==> src/core/qph_pkg.sv <==
// Functional notes
// - four channels numbered one to four; a group select picks the target channel.
// - each channel keeps an 8-bit direction mask, 1 means output, 0 input.
// - an output value write loads only the selected channel's output register.
// - data reads return present line levels, 0 to 255, idle lines read 255.
// - reset or defaults restore clears every direction mask, all lines become inputs.
// - defaults: deferred trigger mode off and channel one selected.
// - defaults for channels two to four: action none, edge polarity negative.
// - defaults restore returns all settings and never raises a service request.
// - handshake clear resets the handshake line state, settings stay unchanged.
// - action both: selected channel strobe edge raises condition and service request.
// - action condition: strobe edge raises wait condition only.
// - action request: strobe edge raises service request only.
// - action none: strobe edges raise nothing.
// - channel one has no strobes, no edge logic, action or flag.
// - each handshake channel detects positive or negative edges per its polarity.
// - each handshake channel keeps a readable occurrence flag of strobe events.
// - deferred mode with bus trigger holds settings until the bus trigger.
// - deferred mode with command trigger holds settings until the fire command.
// - deferred mode off applies at once and ignores both trigger sources.
// - activity indicator lights each time the host selects the card.
// - self-test fault keeps the error indicator lit and is reported.
// - action, polarity and flag accesses fail with error 204 on channel one.
// - reading the occurrence flag clears it until a new strobe event.
// - each card selection keeps the activity indicator lit at least 20 ms.
package qph_pkg;

  localparam int NCH = 4;
  localparam int NHS = 3;
  localparam int DW  = 8;
  localparam int AW  = 8;

  localparam logic [AW-1:0] OFS_CTRL   = 8'h00;
  localparam logic [AW-1:0] OFS_CMD    = 8'h04;
  localparam logic [AW-1:0] OFS_DIR    = 8'h08;
  localparam logic [AW-1:0] OFS_OUTVAL = 8'h0C;
  localparam logic [AW-1:0] OFS_PINS   = 8'h10;
  localparam logic [AW-1:0] OFS_ARM    = 8'h14;
  localparam logic [AW-1:0] OFS_FLAG   = 8'h18;
  localparam logic [AW-1:0] OFS_STATUS = 8'h1C;

  // control register fields
  localparam int CTRL_SEL_LSB = 0;
  localparam int CTRL_DT_LSB  = 2;
  // command register bits
  localparam int CMD_RESTORE = 0;
  localparam int CMD_HSCLR   = 1;
  localparam int CMD_FIRE    = 2;
  // arm register fields
  localparam int ARM_ACT_LSB = 0;
  localparam int ARM_POL_BIT = 2;
  localparam int ACT_WAIT_SATISFIER    = 0;
  localparam int ACT_SRQ     = 1;
  // status register fields
  localparam int ST_SRQ     = 0;
  localparam int ST_WAIT_SATISFIER    = 1;
  localparam int ST_FAULT   = 2;
  localparam int ST_PEND    = 3;
  localparam int ST_ERR_LSB = 8;

  typedef enum logic [1:0] {
    DT_OFF = 2'h0,
    DT_BUS = 2'h1,
    DT_CMD = 2'h2
  } qph_dt_t;

  localparam logic [1:0]    ACTION_NONE = 2'h0;
  localparam logic          POL_NEG     = 1'h0;
  localparam logic [1:0]    SEL_CH1     = 2'h0;
  localparam logic [DW-1:0] DIR_RESET   = 8'h00;
  localparam logic [DW-1:0] OUT_RESET   = 8'h00;
  localparam logic [DW-1:0] ERR_NONE    = 8'h00;
  localparam logic [DW-1:0] ERR_CH1     = 8'hCC;

  // activity indicator hold time
  localparam int ACT_HOLD_MS = 20;
  localparam int CLK_KHZ     = 200000;
  localparam logic [22:0] ACT_HOLD_CYC = 23'(ACT_HOLD_MS * CLK_KHZ);

  // self-test fault sampled once the synchroniser has filled
  localparam logic [1:0] BOOT_SAMPLE = 2'h2;
  localparam logic [1:0] BOOT_DONE   = 2'h3;

  typedef enum logic [1:0] {
    BUS_IDLE = 2'b01,
    BUS_RESP = 2'b10
  } qph_bus_t;

endpackage

==> src/core/qph_hs_edge.sv <==
`timescale 1ns/1ps
`default_nettype none
module qph_hs_edge (
  input  wire logic clk,
  input  wire logic rst_n,
  input  wire logic ce,
  input  wire logic output_taken_strobe,
  input  wire logic input_valid_strobe,
  input  wire logic pos_edge,
  input  wire logic rearm,
  output logic      evt
);
  import qph_pkg::*;

  logic [1:0] s1_q;
  logic [1:0] s2_q;
  logic [1:0] h_q;
  logic [1:0] hit;
  logic       evt_q;

  always_ff @(posedge clk or negedge rst_n) begin
    if (!rst_n) begin
      // synchroniser starts at the idle-high strobe level
      s1_q <= 2'h3;
      s2_q <= 2'h3;
    end else if (ce) begin
      s1_q <= {input_valid_strobe, output_taken_strobe};
      s2_q <= s1_q;
    end
  end

  // history starts high so an idle-high strobe gives no edge after reset
  always_ff @(posedge clk or negedge rst_n) begin
    if (!rst_n) begin
      h_q <= 2'h3;
    end else if (ce) begin
      h_q <= s2_q;
    end
  end

  assign hit = pos_edge ? (s2_q & ~h_q) : (~s2_q & h_q);

  always_ff @(posedge clk or negedge rst_n) begin
    if (!rst_n) begin
      evt_q <= 1'h0;
    end else if (ce) begin
      evt_q <= (|hit) & ~rearm;
    end
  end

  assign evt = evt_q;
endmodule
`default_nettype wire

==> src/core/qph_io_top.sv <==
// The APB register port and the register addresses are this design's own decisions.
`timescale 1ns/1ps
`default_nettype none
module qph_io_top #(
  parameter logic [22:0] ACT_HOLD_CYCLES = qph_pkg::ACT_HOLD_CYC
) (
  input  wire logic                    clk,
  input  wire logic                    rst_n,
  input  wire logic                    ce,
  input  wire logic                    psel,
  input  wire logic                    penable,
  input  wire logic                    pwrite,
  input  wire logic [qph_pkg::AW-1:0]  paddr,
  input  wire logic [31:0]             pwdata,
  output logic                         pready,
  output logic [31:0]                  prdata,
  output logic                         pslverr,
  input  wire logic [qph_pkg::NCH-1:0][qph_pkg::DW-1:0] pio_in,
  output logic [qph_pkg::NCH-1:0][qph_pkg::DW-1:0]      pio_out,
  output logic [qph_pkg::NCH-1:0][qph_pkg::DW-1:0]      pio_oe,
  input  wire logic [qph_pkg::NHS-1:0] output_taken_strobe,
  input  wire logic [qph_pkg::NHS-1:0] input_valid_strobe,
  input  wire logic                    bus_trigger,
  input  wire logic                    card_selected,
  input  wire logic                    self_test_fault,
  output logic                         srq,
  output logic                         wait_satisfier,
  output logic                         activity_led,
  output logic                         error_led,
  output logic                         pending
);
  import qph_pkg::*;

  // handshake array index of a channel select code (channel 2 -> 0)
  function automatic logic [1:0] hs_idx(input logic [1:0] sel);
    hs_idx = sel - 2'h1;
  endfunction

  // accesses that only exist on handshake channels
  function automatic logic hs_only(input logic [AW-1:0] a);
    hs_only = (a == OFS_ARM) || (a == OFS_FLAG);
  endfunction

  qph_bus_t             state_q;
  logic                 pready_q;
  logic                 pslverr_q;
  logic [31:0]          prdata_q;
  logic                 setup_ok;
  logic                 done;
  logic                 go;
  logic                 wr;
  logic                 rd;
  logic                 addr_err;
  logic                 mapped;
  logic [31:0]          rd_mux;

  logic [1:0]           sel_q;
  qph_dt_t              dt_q;
  logic [NCH-1:0][DW-1:0] dir_q;
  logic [NCH-1:0][DW-1:0] out_q;
  logic [NCH-1:0][DW-1:0] dir_p;
  logic [NCH-1:0][DW-1:0] out_p;
  logic [NHS-1:0][1:0]  arm_q;
  logic [NHS-1:0][1:0]  arm_p;
  logic [NHS-1:0]       pol_q;
  logic [NHS-1:0]       pol_p;
  logic                 pend_q;

  logic [NCH-1:0][DW-1:0] pin_s1_q;
  logic [NCH-1:0][DW-1:0] pin_s2_q;

  logic                 restore;
  logic                 hsclr;
  logic                 fire;
  logic                 apply;
  logic                 immediate;
  logic                 set_wr;

  logic [NHS-1:0]       ev;
  logic [NHS-1:0]       flag_q;
  logic [NHS-1:0]       flag_clr;
  logic                 flag_rd;
  logic                 sel_hs;
  logic                 sel_ev;
  logic [1:0]           sel_act;
  logic                 srq_q;
  logic                 wait_satisfier_q;
  logic [DW-1:0]        err_q;

  logic                 csel_d_q;
  logic                 csel_rise;
  logic [22:0]          act_cnt_q;
  logic                 act_q;

  logic                 flt_s1_q;
  logic                 flt_s2_q;
  logic [1:0]           boot_q;
  logic                 fault_q;

  // ---------------- APB slave: one wait state, answer from flops ----------
  assign setup_ok = psel & penable;
  assign done     = (state_q == BUS_RESP) & setup_ok;
  assign go       = done & card_selected & ~pslverr_q;
  assign wr       = go & pwrite;
  assign rd       = go & ~pwrite;

  assign mapped   = (paddr == OFS_CTRL) || (paddr == OFS_CMD) ||
                    (paddr == OFS_DIR) || (paddr == OFS_OUTVAL) ||
                    (paddr == OFS_PINS) || (paddr == OFS_ARM) ||
                    (paddr == OFS_FLAG) || (paddr == OFS_STATUS);
  assign addr_err = ~mapped | (hs_only(paddr) & (sel_q == SEL_CH1));

  always_ff @(posedge clk or negedge rst_n) begin
    if (!rst_n) begin
      state_q <= BUS_IDLE;
    end else if (ce) begin
      unique case (state_q)
        BUS_IDLE: begin
          if (setup_ok) begin
            state_q <= BUS_RESP;
          end
        end
        BUS_RESP: begin
          state_q <= BUS_IDLE;
        end
      endcase
    end
  end

  always_comb begin
    rd_mux = 32'h0000_0000;
    sel_hs = (sel_q != SEL_CH1);
    if (!card_selected) begin
      rd_mux = 32'h0000_0000;
    end else if (paddr == OFS_CTRL) begin
      rd_mux[CTRL_SEL_LSB +: 2] = sel_q;
      rd_mux[CTRL_DT_LSB +: 2]  = dt_q;
    end else if (paddr == OFS_DIR) begin
      rd_mux[DW-1:0] = dir_q[sel_q];
    end else if (paddr == OFS_OUTVAL) begin
      rd_mux[DW-1:0] = out_q[sel_q];
    end else if (paddr == OFS_PINS) begin
      rd_mux[DW-1:0] = pin_s2_q[sel_q];
    end else if (paddr == OFS_ARM && sel_hs) begin
      rd_mux[ARM_ACT_LSB +: 2] = arm_q[hs_idx(sel_q)];
      rd_mux[ARM_POL_BIT]      = pol_q[hs_idx(sel_q)];
    end else if (paddr == OFS_FLAG && sel_hs) begin
      rd_mux[0] = flag_q[hs_idx(sel_q)];
    end else if (paddr == OFS_STATUS) begin
      rd_mux[ST_SRQ]            = srq_q;
      rd_mux[ST_WAIT_SATISFIER]           = wait_satisfier_q;
      rd_mux[ST_FAULT]          = fault_q;
      rd_mux[ST_PEND]           = pend_q;
      rd_mux[ST_ERR_LSB +: DW]  = err_q;
    end
  end

  always_ff @(posedge clk or negedge rst_n) begin
    if (!rst_n) begin
      pready_q  <= 1'h0;
      pslverr_q <= 1'h0;
      prdata_q  <= 32'h0000_0000;
    end else if (ce) begin
      pready_q <= (state_q == BUS_IDLE) & setup_ok;
      if ((state_q == BUS_IDLE) & setup_ok) begin
        pslverr_q <= addr_err & card_selected;
        prdata_q  <= (pwrite | addr_err) ? 32'h0000_0000 : rd_mux;
      end else begin
        pslverr_q <= 1'h0;
      end
    end
  end

  // ---------------- commands and deferred trigger -------------------------
  assign restore   = wr & (paddr == OFS_CMD) & pwdata[CMD_RESTORE];
  assign hsclr     = wr & (paddr == OFS_CMD) & pwdata[CMD_HSCLR];
  assign fire      = wr & (paddr == OFS_CMD) & pwdata[CMD_FIRE];
  assign apply     = ((dt_q == DT_BUS) & bus_trigger) |
                     ((dt_q == DT_CMD) & fire);
  assign immediate = (dt_q == DT_OFF);
  assign set_wr    = wr & ((paddr == OFS_DIR) || (paddr == OFS_OUTVAL) ||
                           (paddr == OFS_ARM));

  always_ff @(posedge clk or negedge rst_n) begin
    if (!rst_n) begin
      sel_q <= SEL_CH1;
      dt_q  <= DT_OFF;
    end else if (ce) begin
      if (restore) begin
        sel_q <= SEL_CH1;
        dt_q  <= DT_OFF;
      end else if (wr && paddr == OFS_CTRL) begin
        sel_q <= pwdata[CTRL_SEL_LSB +: 2];
        dt_q  <= qph_dt_t'(pwdata[CTRL_DT_LSB +: 2]);
      end
    end
  end

  // pending copy always follows the writes
  always_ff @(posedge clk or negedge rst_n) begin
    if (!rst_n) begin
      dir_p <= {NCH{DIR_RESET}};
      out_p <= {NCH{OUT_RESET}};
      arm_p <= {NHS{ACTION_NONE}};
      pol_p <= {NHS{POL_NEG}};
    end else if (ce) begin
      if (restore) begin
        dir_p <= {NCH{DIR_RESET}};
        out_p <= {NCH{OUT_RESET}};
        arm_p <= {NHS{ACTION_NONE}};
        pol_p <= {NHS{POL_NEG}};
      end else if (wr) begin
        if (paddr == OFS_DIR) begin
          dir_p[sel_q] <= pwdata[DW-1:0];
        end
        if (paddr == OFS_OUTVAL) begin
          out_p[sel_q] <= pwdata[DW-1:0];
        end
        if (paddr == OFS_ARM) begin
          arm_p[hs_idx(sel_q)] <= pwdata[ARM_ACT_LSB +: 2];
          pol_p[hs_idx(sel_q)] <= pwdata[ARM_POL_BIT];
        end
      end
    end
  end

  // active settings drive the pins
  always_ff @(posedge clk or negedge rst_n) begin
    if (!rst_n) begin
      dir_q <= {NCH{DIR_RESET}};
      out_q <= {NCH{OUT_RESET}};
      arm_q <= {NHS{ACTION_NONE}};
      pol_q <= {NHS{POL_NEG}};
    end else if (ce) begin
      if (restore) begin
        dir_q <= {NCH{DIR_RESET}};
        out_q <= {NCH{OUT_RESET}};
        arm_q <= {NHS{ACTION_NONE}};
        pol_q <= {NHS{POL_NEG}};
      end else if (apply) begin
        dir_q <= dir_p;
        out_q <= out_p;
        arm_q <= arm_p;
        pol_q <= pol_p;
      end else if (wr && immediate) begin
        if (paddr == OFS_DIR) begin
          dir_q[sel_q] <= pwdata[DW-1:0];
        end
        if (paddr == OFS_OUTVAL) begin
          out_q[sel_q] <= pwdata[DW-1:0];
        end
        if (paddr == OFS_ARM) begin
          arm_q[hs_idx(sel_q)] <= pwdata[ARM_ACT_LSB +: 2];
          pol_q[hs_idx(sel_q)] <= pwdata[ARM_POL_BIT];
        end
      end
    end
  end

  always_ff @(posedge clk or negedge rst_n) begin
    if (!rst_n) begin
      pend_q <= 1'h0;
    end else if (ce) begin
      if (restore || apply || immediate) begin
        pend_q <= 1'h0;
      end else if (set_wr) begin
        pend_q <= 1'h1;
      end
    end
  end

  assign pio_out = out_q;
  assign pio_oe  = dir_q;
  assign pending = pend_q;

  // ---------------- data line sense ---------------------------------------
  always_ff @(posedge clk or negedge rst_n) begin
    if (!rst_n) begin
      pin_s1_q <= '0;
      pin_s2_q <= '0;
    end else if (ce) begin
      pin_s1_q <= pio_in;
      pin_s2_q <= pin_s1_q;
    end
  end

  // ---------------- handshake channels 2 to 4 -----------------------------
  for (genvar g = 0; g < NHS; g++) begin : g_hs
    qph_hs_edge u_edge (
      .clk                 (clk),
      .rst_n               (rst_n),
      .ce                  (ce),
      .output_taken_strobe (output_taken_strobe[g]),
      .input_valid_strobe  (input_valid_strobe[g]),
      .pos_edge            (pol_q[g]),
      .rearm               (hsclr | restore),
      .evt                 (ev[g])
    );
  end

  assign flag_rd = rd & (paddr == OFS_FLAG);

  always_comb begin
    flag_clr = '0;
    if (flag_rd) begin
      flag_clr[hs_idx(sel_q)] = 1'h1;
    end
    if (hsclr || restore) begin
      flag_clr = '1;
    end
  end

  always_ff @(posedge clk or negedge rst_n) begin
    if (!rst_n) begin
      flag_q <= '0;
    end else if (ce) begin
      flag_q <= (ev & ~{NHS{hsclr | restore}}) |
                (flag_q & ~flag_clr);
    end
  end

  assign sel_ev  = (sel_q != SEL_CH1) & ev[hs_idx(sel_q)];
  assign sel_act = (sel_q != SEL_CH1) ? arm_q[hs_idx(sel_q)] : ACTION_NONE;

  always_ff @(posedge clk or negedge rst_n) begin
    if (!rst_n) begin
      srq_q  <= 1'h0;
      wait_satisfier_q <= 1'h0;
    end else if (ce) begin
      if (restore) begin
        srq_q  <= 1'h0;
        wait_satisfier_q <= 1'h0;
      end else begin
        srq_q  <= (sel_ev & sel_act[ACT_SRQ]) |
                  (srq_q & ~flag_rd);
        wait_satisfier_q <= (sel_ev & sel_act[ACT_WAIT_SATISFIER]) |
                  (wait_satisfier_q & ~flag_rd);
      end
    end
  end

  assign srq            = srq_q;
  assign wait_satisfier = wait_satisfier_q;

  always_ff @(posedge clk or negedge rst_n) begin
    if (!rst_n) begin
      err_q <= ERR_NONE;
    end else if (ce) begin
      if (restore) begin
        err_q <= ERR_NONE;
      end else if (done && pslverr_q && mapped) begin
        err_q <= ERR_CH1;
      end
    end
  end

  // ---------------- activity indicator ------------------------------------
  assign csel_rise = card_selected & ~csel_d_q;

  always_ff @(posedge clk or negedge rst_n) begin
    if (!rst_n) begin
      csel_d_q  <= 1'h0;
      act_cnt_q <= 23'h00_0000;
      act_q     <= 1'h0;
    end else if (ce) begin
      csel_d_q <= card_selected;
      if (csel_rise) begin
        act_cnt_q <= ACT_HOLD_CYCLES;
        act_q     <= 1'h1;
      end else if (act_cnt_q != 23'h00_0000) begin
        act_cnt_q <= act_cnt_q - 23'h00_0001;
        act_q     <= (act_cnt_q != 23'h00_0001);
      end else begin
        act_q <= 1'h0;
      end
    end
  end

  assign activity_led = act_q;

  // ---------------- self-test fault capture -------------------------------
  always_ff @(posedge clk or negedge rst_n) begin
    if (!rst_n) begin
      flt_s1_q <= 1'h0;
      flt_s2_q <= 1'h0;
      boot_q   <= 2'h0;
      fault_q  <= 1'h0;
    end else if (ce) begin
      flt_s1_q <= self_test_fault;
      flt_s2_q <= flt_s1_q;
      if (boot_q != BOOT_DONE) begin
        boot_q <= boot_q + 2'h1;
      end
      if (boot_q == BOOT_SAMPLE) begin
        fault_q <= flt_s2_q;
      end
    end
  end

  assign error_led = fault_q;
  assign pready    = pready_q;
  assign prdata    = prdata_q;
  assign pslverr   = pslverr_q;
endmodule
`default_nettype wire

==> config.mk <==
export PLATFORM = sky130hd
export DESIGN_NAME = qph_io_top
export DESIGN_NICKNAME = d
export VERILOG_FILES = /design/src/core/qph_pkg.sv /design/src/core/qph_hs_edge.sv /design/src/core/qph_io_top.sv
export SDC_FILE = /design/constraint.sdc
export NUM_CORES = 1
export LEC_CHECK = 0
export ABC_AREA = 0
export CORE_ASPECT_RATIO = 1.2
export CORE_UTILIZATION = 50
export CTS_CLUSTER_SIZE = 12
export DETAILED_ROUTE_END_ITERATION = 8
export DONT_BUFFER_PORTS = 1
export PLACE_DENSITY = 0.68
export SLEW_MARGIN = 40
export SYNTH_ARGS = -nofsm -noshare
export SYNTH_HDL_FRONTEND = slang
export SYNTH_SLANG_ARGS = --single-unit
export TNS_END_PERCENT = 30
==> constraint.sdc <==
create_clock -name clk -period 3.3 [get_ports clk]
set_clock_uncertainty 0.15 [all_clocks]
set_input_delay 0.165 -clock clk [delete_from_list [all_inputs] [get_ports clk]]
set_output_delay 0.165 -clock clk [all_outputs]
set_load 0.03 [all_outputs]
* Word-level counts from Yosys, hierarchy flattened
Cells that the tools add are included.
** Storage, ports and cells
- Bits in registers :: 315
- Latch bits :: 0
- RAM bits :: 0
- Memory bits (read-only) :: 0
- Input port bits :: 87
- Memories :: 0
** Cells by class
- Add/sub/neg operators :: 3
- Multipliers :: 0
- Divide/modulo/power cells :: 0
- Order comparisons :: 4
- Equality and inequality tests :: 15
- Shift-type cells :: 0
- Muxes and demuxes :: 98
- Bitwise gates (word level) :: 55
- Reduce and logical (&&, ||, !) cells :: 55
** Operator list (count)
- 32-bit two-way mux :: 14
- 32-bit bitwise mux :: 4
- 8-bit two-way mux :: 14
- 8-bit binary-select mux with 2-bit select :: 3
- 23-bit two-way mux :: 2
- 6-bit two-way mux :: 7
- 3-bit two-way mux :: 11
- 8-bit by 5-bit equality test with 1-bit output (second input constant) :: 4
- 16-bit two-way mux :: 2
- 1-bit bitwise AND :: 26
- 23-bit by 1-bit != test with 1-bit output (second input constant) :: 1
- 23-bit nonzero test :: 1
- 23-bit by 1-bit subtractor with 23-bit output (second input constant) :: 1
- 2-bit two-way mux :: 11
- 3-bit AND reduction :: 6
- 2-bit nonzero test :: 9
- 8-bit demux with 2-bit select :: 1
- 8-bit by 4-bit equality test with 1-bit output (second input constant) :: 2
- 4-bit two-way mux :: 4
- 2-bit AND reduction :: 8
- 1-bit logical OR :: 13
- 1-bit two-way mux :: 13
- 2-bit bitwise AND :: 6
- 6-bit bitwise mux :: 2
- other kinds (26) :: 65

* Depth between registers and ports, before layout
Gate-level depths: netlist of run 1.
- Depth after elaboration :: 13
- Gate-level depth with buffers :: 10

* Cells and area by module
From an unflattened synthesis of run 1, not the netlist that was laid out.
** Unflattened totals
- Cell total of the unflattened synthesis :: 1151
- Area, all modules :: 14088.5 um^2
** Modules (own cells, without submodules)
- qph_io_top :: times used 1, cells an instance 1082, area each 13176.4 um^2
- qph_hs_edge :: times used 3, cells an instance 23, area each 304.0 um^2

* Least setup slack after synthesis of run 1
No wires, ideal clock.
- Kind :: reg2reg
- Start point :: reg sel_q[0]
- End point :: reg prdata_q[0], in the netlist prdata[0]
- Library setup time :: 119 ps
- Arrival time :: 2957 ps
- Path slack :: 74 ps
- Cell stages (with the launch flop) :: 11
- Path buffers :: 3
- Path through :: dfrtp_1 > buf_2 > buf_1 > inv_1 > ha_1 > buf_1 > mux2_2 > a221o_1 > a32oi_1 > o31ai_1 > a21bo_2
** Between the ends
- Cells in the longest elaborated chain, start to end :: 11
- Elaborated cells on any way between the ends :: 26
** Ends and longest elaborated chain
- start: declaration :: line qph_io_top.sv:57 : logic [1:0] sel_q;
- start signal: assignment :: line qph_io_top.sv:193 : sel_q <= pwdata[CTRL_SEL_LSB +: 2];
- 2-bit by 1-bit subtractor with 2-bit output :: line qph_io_top.sv:36 : hs_idx = sel - 2'h1;
- 1-bit binary-select mux with 2-bit select :: line qph_io_top.sv:148 : rd_mux[0] = flag_q[hs_idx(sel_q)];
- 1-bit two-way mux (implied by the code) :: line qph_io_top.sv:148
- 1-bit two-way mux :: line qph_io_top.sv:147 : end else if (paddr == OFS_FLAG && sel_hs) begin
- 3-bit two-way mux :: line qph_io_top.sv:144 : end else if (paddr == OFS_ARM && sel_hs) begin
- 4-bit two-way mux :: line qph_io_top.sv:142 : end else if (paddr == OFS_PINS) begin
- 8-bit two-way mux :: line qph_io_top.sv:140 : end else if (paddr == OFS_OUTVAL) begin
- 8-bit two-way mux :: line qph_io_top.sv:138 : end else if (paddr == OFS_DIR) begin
- 4-bit two-way mux :: line qph_io_top.sv:135 : end else if (paddr == OFS_CTRL) begin
- 16-bit two-way mux :: line qph_io_top.sv:133 : if (!card_selected) begin
- 16-bit two-way mux (*) :: line qph_io_top.sv:167 : prdata_q <= (pwrite | addr_err) ? 32'h0000_0000 : rd_mux;
- end signal: assignment :: line qph_io_top.sv:167
- end: declaration :: line qph_io_top.sv:47 : logic [31:0] prdata_q;
Mark *: on every way between the ends. The rest lies on a longest branch, timed or not. The select of a mux whose other input is x is not followed.
A chain may end at the register's enable or synchronous reset.

* Worst setup path after layout of run 1
- Start point :: in paddr[4] in the netlist's numbering
- End point :: reg out_q (netlist bit pio_out[31])
** Between the ends
- Cells in the longest elaborated chain, start to end :: 7
- Elaborated cells on any way between the ends :: 12
** Ends and longest elaborated chain
- start: declaration :: line qph_io_top.sv:13 : input wire logic [qph_pkg::AW-1:0] paddr,
- 8-bit by 3-bit equality test with 1-bit output :: line qph_io_top.sv:175, qph_io_top.sv:177
- 1-bit bitwise AND :: line qph_io_top.sv:175, qph_io_top.sv:177
- 1-bit bitwise AND :: line qph_io_top.sv:177 : assign fire = wr & (paddr == OFS_CMD) & pwdata[CMD_FIRE];
- 1-bit bitwise AND :: line qph_io_top.sv:179 : ((dt_q == DT_CMD) & fire);
- 1-bit OR :: line qph_io_top.sv:178 : assign apply = ((dt_q == DT_BUS) & bus_trigger) |
- 3-bit nonzero test (no source line) / 32-bit two-way mux (equally long branches)
- 3-bit AND reduction (no source line) / 32-bit two-way mux (equally long branches)
- end signal: assignment :: line qph_io_top.sv:231 : out_q <= {NCH{OUT_RESET}};
- end signal: assignment :: line qph_io_top.sv:237 : out_q <= {NCH{OUT_RESET}};
- end signal: assignment :: line qph_io_top.sv:242 : out_q <= out_p;
- end: declaration :: line qph_io_top.sv:60 : logic [NCH-1:0][DW-1:0] out_q;
Several ways; a longest one is shown, not always the timed one.

==> results of run 1 <==
[worst paths after layout]
check	from	to	slack (ns)	cells past startpoint
worst max-delay path	paddr[4]	pio_out[31]	0.18	8
worst min-delay path	rst_n	activity_led	-0.85	0
worst max register to register	state_q[0]	pio_oe[24]	0.45	6
worst min register to register	pol_p[2]	pol_p[2]	0.33	1
max in group asynchronous	rst_n	act_cnt_q[18]	2.94	0
min in group clk	paddr[2]	prdata[14]	0.02	5
[layout by cell type, fill, tap and decap left out, drive strengths merged, types with 28 or more instances in the layout]
cell type	instances
o21ai	54
dfrtp	266
dlygate4sd3	67
clkbuf	46
inv	52
a21oi	48
nand2	63
o2bb2ai	79
mux2	127
buf	46
nor2	28
a32o	44
[layout make-up]
class	count	area, sq um
clock buffer	46	901
clock inverter	5	62.6
fill	2223	11300
inverter	52	195
multi-input combinational	763	6190
sequential	285	7160
tap	374	468
timing repair buffer	113	1060
[kinds of logic (layout without fill, tap and decap cells)]
group           count (synthesis)  count (layout)  share of synthesized area
flops                         285             285                      0.511
simple gates                  229             229                     0.0908
mux                           174             174                      0.157
fa+ha+maj                       9               9                    0.00805
buf+inv                       164             216                     0.0522
other cells                     1              20                   0.000268
xor+xnor                        3               3                    0.00188
compound gates                328             328                      0.178
[metrics by stage]
| stage | utilization | hold slack (ns) | worst slack, ns | power (mW) |
|---|---|---|---|---|
| after floorplan | - | -0.281 | 0.0737 | 4.69 |
| after global placement | 0.526 | -0.261 | 0.509 | 4.80 |
| after detailed placement | 0.526 | -0.261 | 0.548 | 4.85 |
| after CTS | 0.587 | -0.853 | 0.212 | 8.27 |
| after global routing | 0.587 | -0.859 | 0.0736 | 8.54 |
| final | 0.587 | -0.849 | 0.183 | 8.25 |
[metal layers]
layer | share of wire | track usage | wire length (um) | vias to the layer above
li1 | - | - | - | 4571
met2 | 0.50 | 0.461 | 19600 | 452
met3 | 0.078 | 0.0524 | 3090 | 73
met5 | 0 | 0 | 0 | -
met4 | 0.032 | 0.101 | 1250 | 0
met1 | 0.39 | 0.354 | 15600 | 5309
[repair_timing]
action | CTS | global route
hold endpoints to repair | 567 | 285
endpoints found under the setup margin | 0 | 0
resized for setup | 0 | 0
[flip-flops by register name, summed over array words and instances, names as in the netlist, 6 cells and up]
signal            count
dir_p                32
out_p                32
pin_s1_q             32
pin_s2_q             32
pio_oe               32
pio_out              32
act_cnt_q            23
prdata                9
arm_p                 6
arm_q                 6
g_hs.u_edge.h_q       6
g_hs.u_edge.s1_q      6
g_hs.u_edge.s2_q      6
[critical path, delay by kind of cell]
kind                   cells  cell delay (ns)
AOI/OAI and AO/OA          1             0.54
buffers and inverters      3             1.43
muxes                      1             0.41
and+or+nand+nor            3             0.87
[power by group]
group,switching [mW],internal (mW)
clock network,1.39,1.94
logic,0.458,0.439
registers,0.251,3.77
total,2.10,6.15
==> reports/metrics.cfg, run 1 <==
[run_status]
status = finished with violations
violations = negative hold slack

[floorplanning]
start_util = 0.512
fp-row-count = 66
die_x_um = 155
dieArea_sq_um = 28700
pin_count = 190
fp.dieH_um = 185
coreArea_sq_um = 27300

[timing]
fin_crit_sh = 0.945
setup_violations = 0
rsz0062_at_grt = false
finalHoldViolations = 285
timing.fmax_mhz = 321
whs_ns = -0.849
post-route-min-period_ns = 3.12
tightestPinTransition_ns = 1.11
slew_violations = 0
slew_headroom = 0.258
final.setup.tns_ns = 0

[placed_design]
place_inst = 1519
hpwl_mm = 25.3
placed_area_sq_um = 14400
gp_congestion = 0.840
io_buffer_count = 0

[synthesis]
synth_seq_cells = 285
syn-cell-area_sq_um = 14000
yosysUniqueCellTypes = 70
yosysTopAreaCell = dfrtp_1
async_flop_share = 1.00
synthTopCellsByCount = 266 x dfrtp_1, 122 x mux2_2, 79 x o2bb2ai_1
synth.avg_cell_area_sq_um = 11.7
synth_edf_count = 0
synthCells = 1193
synth_ff_type = dfrtp_1
synth.top_cell.area_share = 0.476
synth_area_leaders = dfrtp_1 48%, mux2_2 9.8%, o2bb2ai_1 4.9%
seq_area_frac_synth = 0.511
synth_warnings = 0
yosysMostFrequentCell = dfrtp_1

[route]
detail_route.first_pass.iterations = 6
drt_iter0_markers = 989
post_drt_wl_per_cell_um = 24.2
wl_mm = 39.6
ant_nets = 0
vias = 10405
vias_per_cell = 6.35
drc_errors = 0

[cts]
insertion_delay_ns = 0.57
cts_made_buffers = 30
clk_pin_slew_worst_paths_ns = 0.06
htreeDepth = 1
cts_root_buffer = clkbuf_16
ctsHoldBuffers = 68
numClockSinks = 285
clock_path_buffers = 3
cts_tree = yes
postCtsSetupBuffers = 0

[worst_setup_path]
critical_path_class = in2reg
crit_chain = dlygate4sd3_1 -> nor4_2 -> dlygate4sd3_1 -> buf_4 -> and2_1 -> nand3_1 -> a21boi_2 -> mux2_2
cp-start-kind = input port
end_kind = flip-flop
cpPeakStageDelay_ns = 0.69
critPathMostFrequentCell = dlygate4sd3_1
critical_path_arrival_ns = 3.42
cp_slowest_cell = dlygate4sd3_1
crit_fanout = 9
critPathRequiredTime_ns = 3.61

[global_route]
antenna_found_initial = 0
grt_max_degree = 286
grt_util_all_layers = 0.274
grt_pass1_wl_mm = 60.0
gr-total-overflow = 0
grt_pass1_vias = 10166

[job]
drv_cap = 0

[layout]
stdcell_count = 1638
antenna_cells = 0
area_growth_pct = 14.6
drive_gt1_frac = 0.229
fin_nets = 1341
finalInstanceArea_sq_um = 16000

[power]
peakVddDrop_uv = 449
p_per_area_nw_per_um2 = 514
leakage_nw = 6.71

[worst_hold_path]
hold_class = in2async

(Power assumes the default switching activity.)
==> inputs of run 2 (changes only) <==
Settings changed: CORE_UTILIZATION 50 to 58, PLACE_DENSITY 0.68 to 0.76.
==> reports/metrics.cfg, run 2 (synthesis gave the netlist of run 1 again) <==
[run_status]
status = finished with violations  ; unchanged
violations = negative hold slack  ; unchanged

[global_route]
grt_max_degree = 286  ; unchanged
gr-total-overflow = 0  ; unchanged
grt_util_all_layers = 0.316  ; was 0.274
grt_pass1_vias = 10702  ; was 10166
grt_pass1_wl_mm = 59.2  ; was 60.0 mm
antenna_found_initial = 0  ; unchanged

[layout]
nFillCells = 1726  ; was 2223
fin_nets = 1332  ; was 1341
drive_gt1_frac = 0.222  ; was 0.229
antenna_cells = 0  ; unchanged
stdcell_count = 1570  ; was 1638
mostFrequentLayoutCell = dfrtp_1  ; unchanged
area_growth_pct = 12.8  ; was 14.6%
most-common-layout-cells = 265 x dfrtp_1, 122 x mux2_2, 79 x o2bb2ai_1, 65 x dlygate4sd3_1, 62 x nand2_1  ; was 265 x dfrtp_1, 122 x mux2_2, 79 x o2bb2ai_1, 67 x dlygate4sd3_1, 62 x nand2_1

[worst_setup_path]
end_kind = flip-flop  ; unchanged
crit_fanout = 13  ; was 9
critical_path_class = reg2reg  ; was in2reg
cp-start-kind = flip-flop  ; was input port
r2r_setup_slack_ns = 0.15  ; was 0.45 ns
critical_path_arrival_ns = 3.49  ; was 3.42 ns
critPathRequiredTime_ns = 3.64  ; was 3.61 ns

[timing]
post-route-min-period_ns = 3.15  ; was 3.12 ns
slew_headroom = 0.432  ; was 0.258
fin_crit_sh = 0.954  ; was 0.945
rsz0062_at_grt = false  ; unchanged
final.setup.tns_ns = 0  ; unchanged
timing.fmax_mhz = 317  ; was 321 MHz
worst_slack_ns = 0.150  ; was 0.183 ns
tightestPinTransition_ns = 0.853  ; was 1.11 ns
finalHoldViolations = 285  ; unchanged
slew_violations = 0  ; unchanged
setup_violations = 0  ; unchanged
whs_ns = -0.828  ; was -0.849 ns

[cts]
clk_pin_slew_worst_paths_ns = 0.06  ; about the same
cts_made_buffers = 29  ; was 30
insertion_delay_ns = 0.55  ; was 0.57 ns
cts_root_buffer = clkbuf_16  ; unchanged
ctsHoldBuffers = 66  ; was 68
cts_tree = yes  ; unchanged
htreeDepth = 1  ; unchanged
numClockSinks = 285  ; unchanged
clock_path_buffers = 3  ; unchanged

[floorplanning]
pin_count = 190  ; unchanged
dieArea_sq_um = 24800  ; was 28700 sq um
die_x_um = 144  ; was 155 um
fp-row-count = 61  ; was 66
coreArea_sq_um = 23400  ; was 27300 sq um
start_util = 0.597  ; was 0.512
fp.dieH_um = 172  ; was 185 um

[power]
p_per_area_nw_per_um2 = 507  ; was 514 nW/um^2
leakage_nw = 6.63  ; was 6.71 nW
finalPower_mw = 8.01  ; was 8.25 mW
peakVddDrop_uv = 379  ; was 449 uV

[route]
vias_per_cell = 6.67  ; was 6.35
detail_route.first_pass.iterations = 5  ; was 6
post_drt_wl_per_cell_um = 24.4  ; was 24.2 um
wl_mm = 38.4  ; was 39.6 mm
drt_iter0_markers = 873  ; was 989
drc_errors = 0  ; unchanged
ant_nets = 0  ; unchanged
vias = 10478  ; was 10405

[placed_design]
hpwl_mm = 24.5  ; was 25.3 mm
gp_congestion = 0.902  ; was 0.840
place_inst = 1454  ; was 1519
io_buffer_count = 0  ; unchanged
dp_slack_ns = 0.461  ; was 0.548 ns

[job]
drv_cap = 0  ; unchanged

[worst_hold_path]
hold_class = in2async  ; unchanged

[run 2: layout make-up]
class | count | area, sq um | share of cell area
inverters | 52 | 195 | 0.0124
clock buffers | 46 | 851 | 0.0539
multi-input cells | 763 | 6190 | 0.392
well taps | 315 | 394 | 0.0250
repair buffers | 105 | 983 | 0.0623
flip-flops and latches | 285 | 7160 | 0.453
clock inverters | 4 | 23.8 | 0.00151
[run 2: path summary, 6_finish.rpt]
check,endpoint,startpoint,depth (start not counted)
max reg2reg,prdata[7],sel_q[0],8
max,prdata[7],sel_q[0],8
min in group clk,prdata[14],paddr[7],3
min reg2reg,dir_p[28],dir_p[28],1
max in group asynchronous,pready,rst_n,0
min,act_cnt_q[11],rst_n,0
[run 2: worst max-delay path, stage by stage (launching register included)]
cell and delay, ns:
dfrtp_2 0.35, inv_1 0.14, ha_1 0.27, buf_4 0.20, a311o_1 0.34, nor4_2 0.72
nand2_1 0.17, dlygate4sd3_1 0.65, nand2_1 0.07
[run 2: where the power goes]
part / switching, mW / internal, mW
registers: 0.250 / 3.77
clock network: 1.34 / 1.75
logic: 0.454 / 0.437
total: 2.04 / 5.96
[run 2: metal layers]
metal / vias up / global-route usage / part of all wire
met1: 5250 / 0.395 / 0.38
met2: 537 / 0.501 / 0.47
met5: - / 0 / 0
met4: 0 / 0.194 / 0.059
li1: 4545 / - / -
met3: 146 / 0.0737 / 0.087
[run 2: metrics by stage]
| step | instance area (sq um) | utilization |
|---|---|---|
| after global routing | 15800 | 0.674 |
| after floorplan | 14100 | - |
| after detailed placement | 14200 | 0.608 |
| final | 15800 | 0.674 |
| after CTS | 15800 | 0.674 |
| after global placement | 14200 | 0.608 |
[run 2: timing repair]
action / in CTS / in global routing
setup endpoints to repair: 0 / 0
endpoints found under the hold margin: 561 / 285
setup buffers: 0 / 0
resized for setup: 0 / 0
